File: src/codec_irq_pkg.sv
// package: register map, field layout and reset values of the codec interrupt block
package codec_irq_pkg;
  // ==========================================================================
  // widths
  localparam int unsigned REG_W     = 16;
  localparam int unsigned ADDR_W    = 12;
  // ==========================================================================
  // register byte offsets
  localparam logic [11:0] OFS_IRQ_ENABLE  = 12'h000;
  localparam logic [11:0] OFS_PEND_CLEAR  = 12'h004;
  localparam logic [11:0] OFS_FIFO_TRIG   = 12'h008;
  localparam logic [11:0] OFS_DMA_REQ     = 12'h00c;
  // ==========================================================================
  // reset values
  localparam logic [15:0] IRQ_ENABLE_RST  = 16'h0000;
  localparam logic [15:0] FIFO_TRIG_RST   = 16'h0000;
  // ==========================================================================
  // interrupt enable / pending bit positions
  localparam int unsigned B_ADC1_FIFO  = 0;
  localparam int unsigned B_ADC2_FIFO  = 1;
  localparam int unsigned B_LEFT_FIFO  = 2;
  localparam int unsigned B_RIGHT_FIFO = 3;
  localparam int unsigned B_ADC1_UP    = 4;
  localparam int unsigned B_ADC2_UP    = 5;
  localparam int unsigned B_DAC_UP     = 6;
  localparam int unsigned B_ADC1_DOWN  = 7;
  localparam int unsigned B_ADC2_DOWN  = 8;
  localparam int unsigned B_DAC_DOWN   = 9;
  localparam int unsigned B_ZX_LEFT    = 10;
  localparam int unsigned B_ZX_RIGHT   = 11;
  localparam int unsigned B_MIC_CLIP   = 12;
  localparam int unsigned B_ST_CLIP    = 13;
  localparam int unsigned N_SRC        = 14;
  // implemented bits; upper two are reserved and read zero
  localparam logic [15:0] IRQ_MASK     = 16'h3fff;
  // ==========================================================================
  // fifo trigger control field layout
  localparam int unsigned F_ADC1_TRIG_LSB = 0;
  localparam int unsigned F_ADC2_TRIG_LSB = 4;
  localparam int unsigned F_DAC_TRIG_LSB  = 8;
  localparam int unsigned TRIG_W          = 4;
  localparam int unsigned F_DMA_ADC1      = 12;
  localparam int unsigned F_DMA_ADC2      = 13;
  localparam int unsigned F_DMA_LEFT      = 14;
  localparam int unsigned F_DMA_RIGHT     = 15;
  // fifo channel count
  localparam int unsigned N_FIFO          = 4;
  // apb error code
  localparam logic        SLV_OK          = 1'b0;
  localparam logic        SLV_ERR         = 1'b1;
endpackage

File: src/pend_if.sv
// interface: pending/clear register cell signals between the top and the cell bank
`timescale 1ns/1ps
interface pend_if #(
  parameter int unsigned N = 14
);
  logic         clk_en;
  logic [N-1:0] enable;
  logic [N-1:0] event_raw;
  logic [N-1:0] clear;
  logic [N-1:0] pending;
  modport ctrl (output clk_en, output enable, output event_raw, output clear, input pending);
  modport bank (input clk_en, input enable, input event_raw, input clear, output pending);
endinterface

File: src/pend_bank.sv
// module: bank of sticky pending flags, one per interrupt source
`timescale 1ns/1ps
module pend_bank #(
  parameter int unsigned N = 14
) (
  input  wire logic mclk_i,
  input  wire logic rst_i,
  pend_if.bank      pb
);
  // ==========================================================================
  // one sticky flag per source; set and write-one clear wait for the block clock enable, a disabled source clears without it
  // flags gather on a net so each bit has its own driver and the vector has one
  wire logic [N-1:0] pend_w;
  for (genvar i = 0; i < N; i++) begin : g_cell
    logic pend_q;
    always_ff @(posedge mclk_i or posedge rst_i) begin
      if (rst_i) begin
        pend_q <= 1'b0;
      end else if (!pb.enable[i]) begin
        pend_q <= 1'b0; // disabled source stops reading pending from the next clock
      end else if (pb.clk_en) begin
        // set beats a simultaneous write-one clear, so no event is lost
        if (pb.event_raw[i]) begin
          pend_q <= 1'b1;
        end else if (pb.clear[i]) begin
          pend_q <= 1'b0;
        end
      end
    end
    assign pend_w[i] = pend_q;
  end
  assign pb.pending = pend_w;
endmodule

File: src/audio_codec_irq_enable.sv
// module: codec interrupt enable, pending/clear, fifo trigger and dma gating over apb
// ============================================================================
//
// The APB slave port and the address map were left to the implementer.
`timescale 1ns/1ps
module audio_codec_irq_enable #(
  parameter int unsigned FIFO_CNT_W = 5
) (
  input  wire logic                  mclk_i,
  input  wire logic                  rst_i,
  // apb slave
  input  wire logic                  psel_i,
  input  wire logic                  penable_i,
  input  wire logic                  pwrite_i,
  input  wire logic [11:0]           paddr_i,
  input  wire logic [31:0]           pwdata_i,
  input  wire logic [3:0]            pstrb_i,
  output logic      [31:0]           prdata_o,
  output logic                       pready_o,
  output logic                       pslverr_o,
  // fifo status: order first adc, second adc, left dac, right dac
  input  wire logic [3:0]            fifo_full_i,
  input  wire logic [3:0]            fifo_empty_i,
  input  wire logic [4*FIFO_CNT_W-1:0] fifo_empty_words_i,
  input  wire logic [4*FIFO_CNT_W-1:0] fifo_valid_words_i,
  // converter and signal path events, one-cycle pulses
  input  wire logic                  first_adc_up_i,
  input  wire logic                  second_adc_up_i,
  input  wire logic                  dac_up_i,
  input  wire logic                  first_adc_down_i,
  input  wire logic                  second_adc_down_i,
  input  wire logic                  dac_down_i,
  input  wire logic                  left_zero_cross_i,
  input  wire logic                  right_zero_cross_i,
  input  wire logic                  first_digital_microphone_clip_i,
  input  wire logic                  sidetone_left_clip_i,
  input  wire logic                  sidetone_right_clip_i,
  // outputs toward cpu interrupt controller and dma controller
  output logic                       codec_irq_o,
  output logic      [3:0]            dma_req_o,
  output logic                       pend_clk_en_o
);
  localparam int unsigned NS = codec_irq_pkg::N_SRC;
  localparam int unsigned NF = codec_irq_pkg::N_FIFO;
  localparam int unsigned TW = codec_irq_pkg::TRIG_W;

  logic [15:0]  codec_irq_enable_q;
  logic [15:0]  codec_fifo_trigger_ctrl_q;
  logic [NS-1:0] src_event;
  logic [NF-1:0] fifo_trig;
  logic [NF-1:0] fifo_irq_en;
  logic [NF-1:0] fifo_dma_en;
  logic [NF-1:0] dma_d;
  logic [15:0]  pend_rd;
  logic [15:0]  wr_lane;
  logic         apb_setup;
  logic         apb_write;
  logic         addr_hit;
  logic [31:0]  rdata_d;

  pend_if #(.N(NS)) pif ();

  // ==========================================================================
  // apb decode: zero wait states, answer in the access phase
  assign apb_setup = psel_i & ~penable_i;
  assign apb_write = psel_i & penable_i & pwrite_i;
  assign pready_o  = 1'b1;
  assign addr_hit  = (paddr_i == codec_irq_pkg::OFS_IRQ_ENABLE) |
                     (paddr_i == codec_irq_pkg::OFS_PEND_CLEAR) |
                     (paddr_i == codec_irq_pkg::OFS_FIFO_TRIG)  |
                     (paddr_i == codec_irq_pkg::OFS_DMA_REQ);
  // byte lanes of the 16-bit registers follow pstrb
  assign wr_lane   = {{8{pstrb_i[1]}}, {8{pstrb_i[0]}}};

  // unmapped access answers with slave error during the access phase
  always_comb begin
    pslverr_o = codec_irq_pkg::SLV_OK;
    if (psel_i && penable_i && !addr_hit) begin
      pslverr_o = codec_irq_pkg::SLV_ERR;
    end
  end

  // ==========================================================================
  // enable register; reserved bits never store
  always_ff @(posedge mclk_i or posedge rst_i) begin
    if (rst_i) begin
      codec_irq_enable_q <= codec_irq_pkg::IRQ_ENABLE_RST;
    end else if (apb_write && paddr_i == codec_irq_pkg::OFS_IRQ_ENABLE) begin
      codec_irq_enable_q <= ((pwdata_i[15:0] & wr_lane) | (codec_irq_enable_q & ~wr_lane))
                            & codec_irq_pkg::IRQ_MASK;
    end
  end

  // ==========================================================================
  // fifo trigger levels and dma request enables
  always_ff @(posedge mclk_i or posedge rst_i) begin
    if (rst_i) begin
      codec_fifo_trigger_ctrl_q <= codec_irq_pkg::FIFO_TRIG_RST;
    end else if (apb_write && paddr_i == codec_irq_pkg::OFS_FIFO_TRIG) begin
      codec_fifo_trigger_ctrl_q <= (pwdata_i[15:0] & wr_lane) | (codec_fifo_trigger_ctrl_q & ~wr_lane);
    end
  end

  // ==========================================================================
  // per-fifo trigger event: adcs fire on empty-word count, dac on valid-word count
  for (genvar f = 0; f < NF; f++) begin : g_fifo
    logic [TW-1:0]         lvl;
    logic [FIFO_CNT_W-1:0] words;
    if (f < 2) begin : g_adc
      assign lvl   = codec_fifo_trigger_ctrl_q[(f == 0 ? codec_irq_pkg::F_ADC1_TRIG_LSB
                                                       : codec_irq_pkg::F_ADC2_TRIG_LSB) +: TW];
      assign words = fifo_empty_words_i[f*FIFO_CNT_W +: FIFO_CNT_W];
    end else begin : g_dac
      assign lvl   = codec_fifo_trigger_ctrl_q[codec_irq_pkg::F_DAC_TRIG_LSB +: TW];
      assign words = fifo_valid_words_i[f*FIFO_CNT_W +: FIFO_CNT_W];
    end
    // level match, full or empty all raise the fifo source
    assign fifo_trig[f] = (words == FIFO_CNT_W'(lvl)) | fifo_full_i[f] | fifo_empty_i[f];
    assign fifo_irq_en[f] = codec_irq_enable_q[codec_irq_pkg::B_ADC1_FIFO + f];
    assign fifo_dma_en[f] = codec_fifo_trigger_ctrl_q[codec_irq_pkg::F_DMA_ADC1 + f];
    // interrupt enable overrides dma enable; the two never both request
    assign dma_d[f] = fifo_dma_en[f] & ~fifo_irq_en[f] & fifo_trig[f];
  end

  // ==========================================================================
  // registered dma request outputs
  always_ff @(posedge mclk_i or posedge rst_i) begin
    if (rst_i) begin
      dma_req_o <= '0;
    end else begin
      dma_req_o <= dma_d;
    end
  end

  // ==========================================================================
  // source vector in pending bit order
  always_comb begin
    src_event = '0;
    src_event[codec_irq_pkg::B_ADC1_FIFO]  = fifo_trig[0];
    src_event[codec_irq_pkg::B_ADC2_FIFO]  = fifo_trig[1];
    src_event[codec_irq_pkg::B_LEFT_FIFO]  = fifo_trig[2];
    src_event[codec_irq_pkg::B_RIGHT_FIFO] = fifo_trig[3];
    src_event[codec_irq_pkg::B_ADC1_UP]    = first_adc_up_i;
    src_event[codec_irq_pkg::B_ADC2_UP]    = second_adc_up_i;
    src_event[codec_irq_pkg::B_DAC_UP]     = dac_up_i;
    src_event[codec_irq_pkg::B_ADC1_DOWN]  = first_adc_down_i;
    src_event[codec_irq_pkg::B_ADC2_DOWN]  = second_adc_down_i;
    src_event[codec_irq_pkg::B_DAC_DOWN]   = dac_down_i;
    src_event[codec_irq_pkg::B_ZX_LEFT]    = left_zero_cross_i;
    src_event[codec_irq_pkg::B_ZX_RIGHT]   = right_zero_cross_i;
    src_event[codec_irq_pkg::B_MIC_CLIP]   = first_digital_microphone_clip_i;
    src_event[codec_irq_pkg::B_ST_CLIP]    = sidetone_left_clip_i | sidetone_right_clip_i;
  end

  // ==========================================================================
  // hookup of the pending bank
  assign pif.enable    = codec_irq_enable_q[NS-1:0];
  assign pif.event_raw = src_event;
  assign pif.clk_en    = |codec_irq_enable_q;
  // write one clears, write zero leaves the flag alone
  assign pif.clear     = (apb_write && paddr_i == codec_irq_pkg::OFS_PEND_CLEAR)
                         ? (pwdata_i[NS-1:0] & wr_lane[NS-1:0]) : '0;

  pend_bank #(.N(NS)) u_pend (
    .mclk_i (mclk_i),
    .rst_i  (rst_i),
    .pb     (pif.bank)
  );

  assign pend_rd = {2'b00, pif.pending};

  // ==========================================================================
  // interrupt line and clock-enable status, registered
  always_ff @(posedge mclk_i or posedge rst_i) begin
    if (rst_i) begin
      codec_irq_o   <= 1'b0;
      pend_clk_en_o <= 1'b0;
    end else begin
      codec_irq_o   <= |pif.pending;
      pend_clk_en_o <= |codec_irq_enable_q;
    end
  end

  // ==========================================================================
  // read mux, captured in setup so data stands through the access phase
  always_comb begin
    rdata_d = '0;
    case (paddr_i)
      codec_irq_pkg::OFS_IRQ_ENABLE: rdata_d = {16'h0000, codec_irq_enable_q};
      codec_irq_pkg::OFS_PEND_CLEAR: rdata_d = {16'h0000, pend_rd};
      codec_irq_pkg::OFS_FIFO_TRIG:  rdata_d = {16'h0000, codec_fifo_trigger_ctrl_q};
      codec_irq_pkg::OFS_DMA_REQ:    rdata_d = {28'h0000000, dma_req_o};
      default:                       rdata_d = '0;
    endcase
  end

  always_ff @(posedge mclk_i or posedge rst_i) begin
    if (rst_i) begin
      prdata_o <= '0;
    end else if (apb_setup && !pwrite_i) begin
      prdata_o <= rdata_d;
    end
  end
endmodule

File: config.mk
export PLATFORM = sky130hd
export DESIGN_NAME = audio_codec_irq_enable
export DESIGN_NICKNAME = d
export VERILOG_FILES = /design/src/codec_irq_pkg.sv /design/src/pend_if.sv /design/src/pend_bank.sv /design/src/audio_codec_irq_enable.sv
export SDC_FILE = /design/constraint.sdc
export NUM_CORES = 1
export LEC_CHECK = 0
export BUFFER_PORTS_ARGS = -buffer_cell sky130_fd_sc_hd__buf_4
export CAP_MARGIN = 20
export CORE_ASPECT_RATIO = 0.8
export CORE_MARGIN = 2
export CORE_UTILIZATION = 49
export CTS_BUF_LIST = sky130_fd_sc_hd__clkbuf_16
export DETAILED_ROUTE_END_ITERATION = 7
export PLACE_DENSITY = 0.81
export SLEW_MARGIN = 0
export SYNTH_ARGS = -nofsm -noshare
export SYNTH_HDL_FRONTEND = slang
export SYNTH_HIERARCHICAL = 1
export SYNTH_SLANG_ARGS = --single-unit
File: constraint.sdc
create_clock -name mclk_i -period 2.07 [get_ports mclk_i]
set_input_delay 0 -clock mclk_i [delete_from_list [all_inputs] [get_ports mclk_i]]
set_output_delay 0 -clock mclk_i [all_outputs]
set_load 0.05 [all_outputs]
==> results of run 1 <==
==> cell type report <==
cell class              instances  area [um^2]
clock buffers                   9        225.2
inverters                       2        7.507
multi-input cells             246         1792
well taps                      90        112.6
fillers                       539         2412
flip-flops and latches         66         1652
repair buffers                136         1106
clock inverters                 6        50.05
==> layer usage <==
metal  up-vias  GRT usage, %
met5         -             0
met4         0         10.00
met3        19         5.787
met2       166         38.87
met1      1546         35.92
li1       1445             -
==> report_power, final <==
group / internal (mW) / switching, mW / total [mW]
Clock: 0.905 / 0.528 / 1.43
Sequential: 1.29 / 0.000570 / 1.29
Combinational: 0.166 / 0.204 / 0.370
Total: 2.36 / 0.733 / 3.10
==> what timing repair did <==
item,in CTS,in global routing
hold buffers,29,0
setup endpoints to repair,0,0
hold endpoints to repair,70,0
==> how the worst max path moves through the flow <==
stage	start	to	slack, ns	cells past startpoint
2_1_floorplan	paddr_i[7]	flop	0.45	3
3_3_place_gp	paddr_i[7]	flop	0.33	5
3_5_place_dp	paddr_i[7]	flop	0.30	5
4_1_cts	fifo_empty_i[1]	dma_req_o[1]	0.31	6
5_1_grt	flop	u_pend/g_cell[0].pend_q	0.17	5
6_report	fifo_empty_i[1]	dma_req_o[1]	0.26	6
==> critical path, stage by stage <==
cell and delay [ns]:
dlygate4sd3_1 0.56, buf_4 0.13, nor2_1 0.11, dlygate4sd3_1 0.57
o32ai_1 0.07, dlygate4sd3_1 0.58
==> layout by cell type (no fill, tap or decap), drive strengths merged, types with 2 or more instances in the layout <==
| cell | instances |
|---|---|
| mux2i | 10 |
| a31o | 14 |
| buf | 107 |
| or2 | 5 |
| nor4 | 10 |
| nand2b | 4 |
| clkinv | 4 |
| o21ai | 12 |
| nand4b | 2 |
| inv | 3 |
| or3b | 2 |
| nand3 | 8 |
| o31ai | 4 |
| nand4 | 5 |
| mux4 | 4 |
| conb | 17 |
| o32ai | 4 |
| or4b | 2 |
| mux2 | 30 |
| a2bb2oi | 10 |
| nand2 | 39 |
| dlygate4sd3 | 29 |
| xnor2 | 12 |
| clkbuf | 9 |
| and3 | 15 |
| nor2 | 7 |
| or4 | 2 |
| a22o | 4 |
| dfrtp | 66 |
| nor4bb | 2 |
| xor2 | 4 |
| nor3 | 14 |
==> per-stage QoR <==
step | worst slack [ns] | cell area [um^2] | hold slack (ns) | util (%)
floorplan | 0.4491 | 3747 | -0.1108 | -
global placement | 0.3259 | 4379 | 0.06132 | 59.52
detailed placement | 0.2963 | 4379 | 0.07460 | 59.52
CTS | 0.3143 | 4945 | 0.006596 | 67.21
global route | 0.1750 | 4945 | 0.01999 | 67.21
finish | 0.2562 | 4945 | 0.01534 | 67.21
==> cell families (layout without fill, tap and decap cells) <==
group / count (synthesis) / after routing
flip-flops: 66 / 66
multiplexers: 44 / 44
other: 2 / 17
AND/OR/NAND/NOR: 121 / 121
AO/OA/AOI/OAI: 48 / 48
buffers and inverters: 45 / 153
XOR/XNOR: 16 / 16
==> reports/metrics.cfg, run 1 <==
[synth]
muxShareOfSynthArea_pct=14.31
synth_top_family_by_area=simple AND/OR/NAND/NOR gates
ys_types=38
synth_compound_area_share_pct=10.03
synth.area.top_cells=dfrtp_1 45%, mux2_2 9.2%, buf_4 6.5%
synth-main-ff-cell=dfrtp_1
synth_edf_count=0
syn_avg_cell_area_um2=10.79
synthAdderAreaFrac_pct=0
synthArstFlopShare_pct=100.0
synth_top_area_share_pct=44.75
synth_seq_cells=66
yosysWarnings=6
yosysSeqAreaShare_pct=44.75
yosys.area.top_type=dfrtp_1
synth_xor_area_share_pct=3.797
synth_commonest_cells=66 x dfrtp_1, 39 x nand2_1, 32 x buf_4
syn_area_um2=3691
synth.most_common_cell=dfrtp_1
synthCells=342
synth-simple-area-share_pct=18.68

[cells_and_area]
layout-drive-gt1-share_pct=36.99
insertedDiodeCount=0
area_delta_synth_final_pct=33.97
fin_cells=555
fin_nets=573

[grt]
antenna_found_initial=0
grt_usage_pct=25.57
grt_pass1_wl_um=15790
grt_remaining_overflow=0
grt_pass1_vias=3134
grt_max_degree=31

[placement]
dp_hpwl_um=7136
port_buffers=96
routabilityCongestion=0.8676
placed_cells=511

[run]
drv_cap=0

[die]
die_x_um=101.0
die_h_um=81.63
start_util_pct=50.17
die_area_um2=8247
ios=152
core_area_um2=7357
rows=28

[routing]
top_layer=met4
drc=0
drt_first_pass_iters=5
ant_nets=0
drt-total-wl_um=10130
drt-vias-per-instance=5.723
wl_met3_um=925
met2_length_um=4668
wl_per_cell_um=18.25
wl_met1_um=4318
vias=3176
first_iter_violations=302

[timing]
rsz0062_at_grt=false
clock_skew_ns=0.004238
post-route-period-util_pct=87.62
fin_crit_ns=1.814
fmax_mhz=551.3
max_slew.worst_pin.slew_ns=0.5817
slew-limit-headroom_pct=61.18
setup_viol=0
final.setup.tns_ns=0
timing_hold_violations_final=0
report.final.slew_viol_count=0

[worst_setup_path]
end_kind=flop
arrival_ns=2.02
worst-r2r-cell-count=4
critPathKind=in2reg
required_ns=2.28
r2r_slack_ns=0.27
critPathMaxFanout=2
cp-start-kind=input pin
r2r-end=dma_req_o[1]

[pwr]
peakVddDrop_v=0.0004487
power_density_nw_per_um2=626.1
total_power_mw=3.096
p_leak_nw=2.425

[outcome]
status=finished, final reports clean

[clocking]
cts_resized=0
clock_latency_ns=0.33
path_clk_slew_ns=0.05
clk_path_buf_depth=2
postCtsSetupRepairBufs=0
cts_root_buf=clkbuf_16
cts.sinks=66
cts_tree=built
numCtsBuffers=9
cts_max_level=3

[min_path]
min-delay-path-class=in2reg
whs_path_depth=3
holdPathEnd=u_pend/g_cell[11].pend_q
min-delay-start=right_zero_cross_i

(Power assumes the default switching activity.)
==> run 2: changes to the inputs <==
--- a/config.mk
+++ b/config.mk
@@ -9,10 +9,10 @@
 export CAP_MARGIN = 20
 export CORE_ASPECT_RATIO = 0.8
 export CORE_MARGIN = 2
-export CORE_UTILIZATION = 49
+export CORE_UTILIZATION = 52
 export CTS_BUF_LIST = sky130_fd_sc_hd__clkbuf_16
 export DETAILED_ROUTE_END_ITERATION = 7
-export PLACE_DENSITY = 0.81
+export PLACE_DENSITY = 0.85
 export SLEW_MARGIN = 0
 export SYNTH_ARGS = -nofsm -noshare
 export SYNTH_HDL_FRONTEND = slang
==> constraint.sdc (replaced) <==
create_clock -name mclk_i -period 2.3 [get_ports mclk_i]
set_input_delay 0 -clock mclk_i [delete_from_list [all_inputs] [get_ports mclk_i]]
set_output_delay 0 -clock mclk_i [all_outputs]
set_load 0.02 [all_outputs]
==> reports/metrics.cfg, run 2 (synthesized netlist as in run 1, its figures left out) <==
[timing]
final.setup.tns_ns=0  ; unchanged
slew-limit-headroom_pct=53.71  ; -7.5 points
fmax_mhz=518.6
setup_viol=0  ; unchanged
fin_crit_ns=1.928
clock_skew_ns=0.005542  ; +0.001304 ns
rsz0062_at_grt=false
timing_hold_violations_final=0  ; unchanged
report.final.slew_viol_count=0  ; unchanged
post-route-period-util_pct=83.84
max_slew.worst_pin.slew_ns=0.6880  ; +0.1064 ns

[routing]
wl_met1_um=4214  ; -2.4%
top_layer=met4
drt-vias-per-instance=6.170  ; +7.8%
met2_length_um=5406  ; +16%
wl_per_cell_um=20.27  ; +11%
drc=0  ; unchanged
wl_met3_um=1123  ; +21%
ant_nets=0  ; unchanged
drt-total-wl_um=11110  ; +9.7%
vias=3381  ; +6.5%
drt_first_pass_iters=5  ; unchanged
first_iter_violations=265  ; -12%

[placement]
port_buffers=96  ; unchanged
routabilityCongestion=0.8529  ; -1.7%
placed_cells=504  ; -1.4%
placed_area_um2=4333  ; -1.1%
dp_hpwl_um=7311  ; +2.5%

[cells_and_area]
fillCellCount=496  ; -8.0%
mostFrequentLayoutCells=103 x buf_4, 66 x dfrtp_1, 39 x nand2_1
final_area_um2=4923  ; -0.43%
fin_nets=568  ; -0.87%
insertedDiodeCount=0  ; unchanged
layout-drive-gt1-share_pct=36.88  ; -0.11 points
area_delta_synth_final_pct=33.39
fin_cells=548  ; -1.3%
fin_util_pct=71.44  ; +4.2 points
layout_commonest_cell=buf_4

[pwr]
total_power_mw=2.892  ; -6.6%
power_density_nw_per_um2=587.5  ; -6.2%
peakVddDrop_v=0.0004013  ; -11%
p_leak_nw=2.411  ; -0.60%

[worst_setup_path]
critPathMaxFanout=6  ; +4
crit_chain=nand2b_1 > or2_2 > o32ai_1 > dlygate4sd3_1
worst-r2r-cell-count=4  ; unchanged
cp-start-kind=flop
r2r_slack_ns=0.37  ; +0.10 ns
max_stage_delay_ns=0.64  ; +0.06 ns
critPathKind=reg2reg
end_kind=flop
cp_slowest_cell=dlygate4sd3_1
cp_num_buf_inv=1  ; -3
crit_family=buffers and inverters
arrival_ns=2.18  ; +0.16 ns
r2r-end=dma_req_o[3]
required_ns=2.56  ; +0.28 ns

[clocking]
cts_root_buf=clkbuf_16
cts_tree=built
cts.sinks=66  ; unchanged
numCtsBuffers=9  ; unchanged
cts_resized=0  ; unchanged
cts_hold_buf=28  ; -3.4%
clk_path_buf_depth=2  ; unchanged
postCtsSetupRepairBufs=0  ; unchanged
path_clk_slew_ns=0.06  ; about the same
clock_latency_ns=0.33  ; about the same
cts_max_level=3  ; unchanged

[grt]
grt_max_degree=23  ; -26%
grt_remaining_overflow=0  ; unchanged
grt_usage_pct=29.03  ; +3.5 points
grt_pass1_wl_um=17260  ; +9.3%
antenna_found_initial=0  ; unchanged
grt_pass1_vias=3282  ; +4.7%

[die]
die_h_um=79.36  ; -2.8%
start_util_pct=53.56  ; +3.4 points
ios=152  ; unchanged
die_area_um2=7792  ; -5.5%
die_x_um=98.20  ; -2.8%
core_area_um2=6892  ; -6.3%
rows=27  ; -3.6%

[min_path]
holdPathEnd=u_pend/g_cell[9].pend_q
min-delay-path-class=in2reg
whs_path_depth=3  ; unchanged
min-delay-start=dac_down_i

[outcome]
status=finished, final reports clean

[run]
drv_cap=0  ; unchanged

==> run 2: layout make-up <==
type / instances / area, um^2 / share of cell area (%)
Multi-Input combinational cell: 246 / 1792 / 36.39
Sequential cell: 66 / 1652 / 33.55
Timing Repair Buffer: 131 / 1054 / 21.40
Clock buffer: 9 / 225.2 / 4.574
Tap cell: 87 / 108.9 / 2.211
Clock inverter: 7 / 85.08 / 1.728
Inverter: 2 / 7.507 / 0.1525
==> run 2: power breakdown <==
part	switching [mW]	internal, mW	total, mW
combinational	0.149	0.144	0.293
sequential	0.000562	1.16	1.16
clock	0.500	0.937	1.44
==> run 2: worst reg2reg max path, delay by kind of cell, from the launching register on <==
| kind | cells | cell delay (ns) |
|---|---|---|
| flops | 1 | 0.44 |
| simple gates | 2 | 0.48 |
| compound gates | 1 | 0.30 |
| buf+inv | 1 | 0.64 |
==> run 2: worst max-delay path by stage <==
stage,start,endpoint,slack [ns],cells after the start
3_5_place_dp,paddr_i[1],flop,0.36,4
4_1_cts,flop,dma_req_o[2],0.50,4
3_3_place_gp,paddr_i[1],flop,0.46,4
2_1_floorplan,paddr_i[7],flop,0.68,3
5_1_grt,flop,dma_req_o[3],0.33,4
6_report,flop,dma_req_o[3],0.37,4
==> run 2: per-stage QoR <==
step / hold slack [ns] / setup slack, ns
4_1_cts: 0.01437 / 0.4965
6_report: 0.02637 / 0.3716
5_1_grt: 0.02074 / 0.3347
3_5_place_dp: 0.05938 / 0.3630
3_3_place_gp: 0.04423 / 0.4628
2_1_floorplan: -0.1108 / 0.6791
==> run 2: routing by layer <==
layer | up-vias | global-route usage (%)
met2 | 253 | 47.33
met3 | 44 | 9.683
met5 | - | 0
met4 | 0 | 11.78
met1 | 1641 | 35.89
li1 | 1443 | -
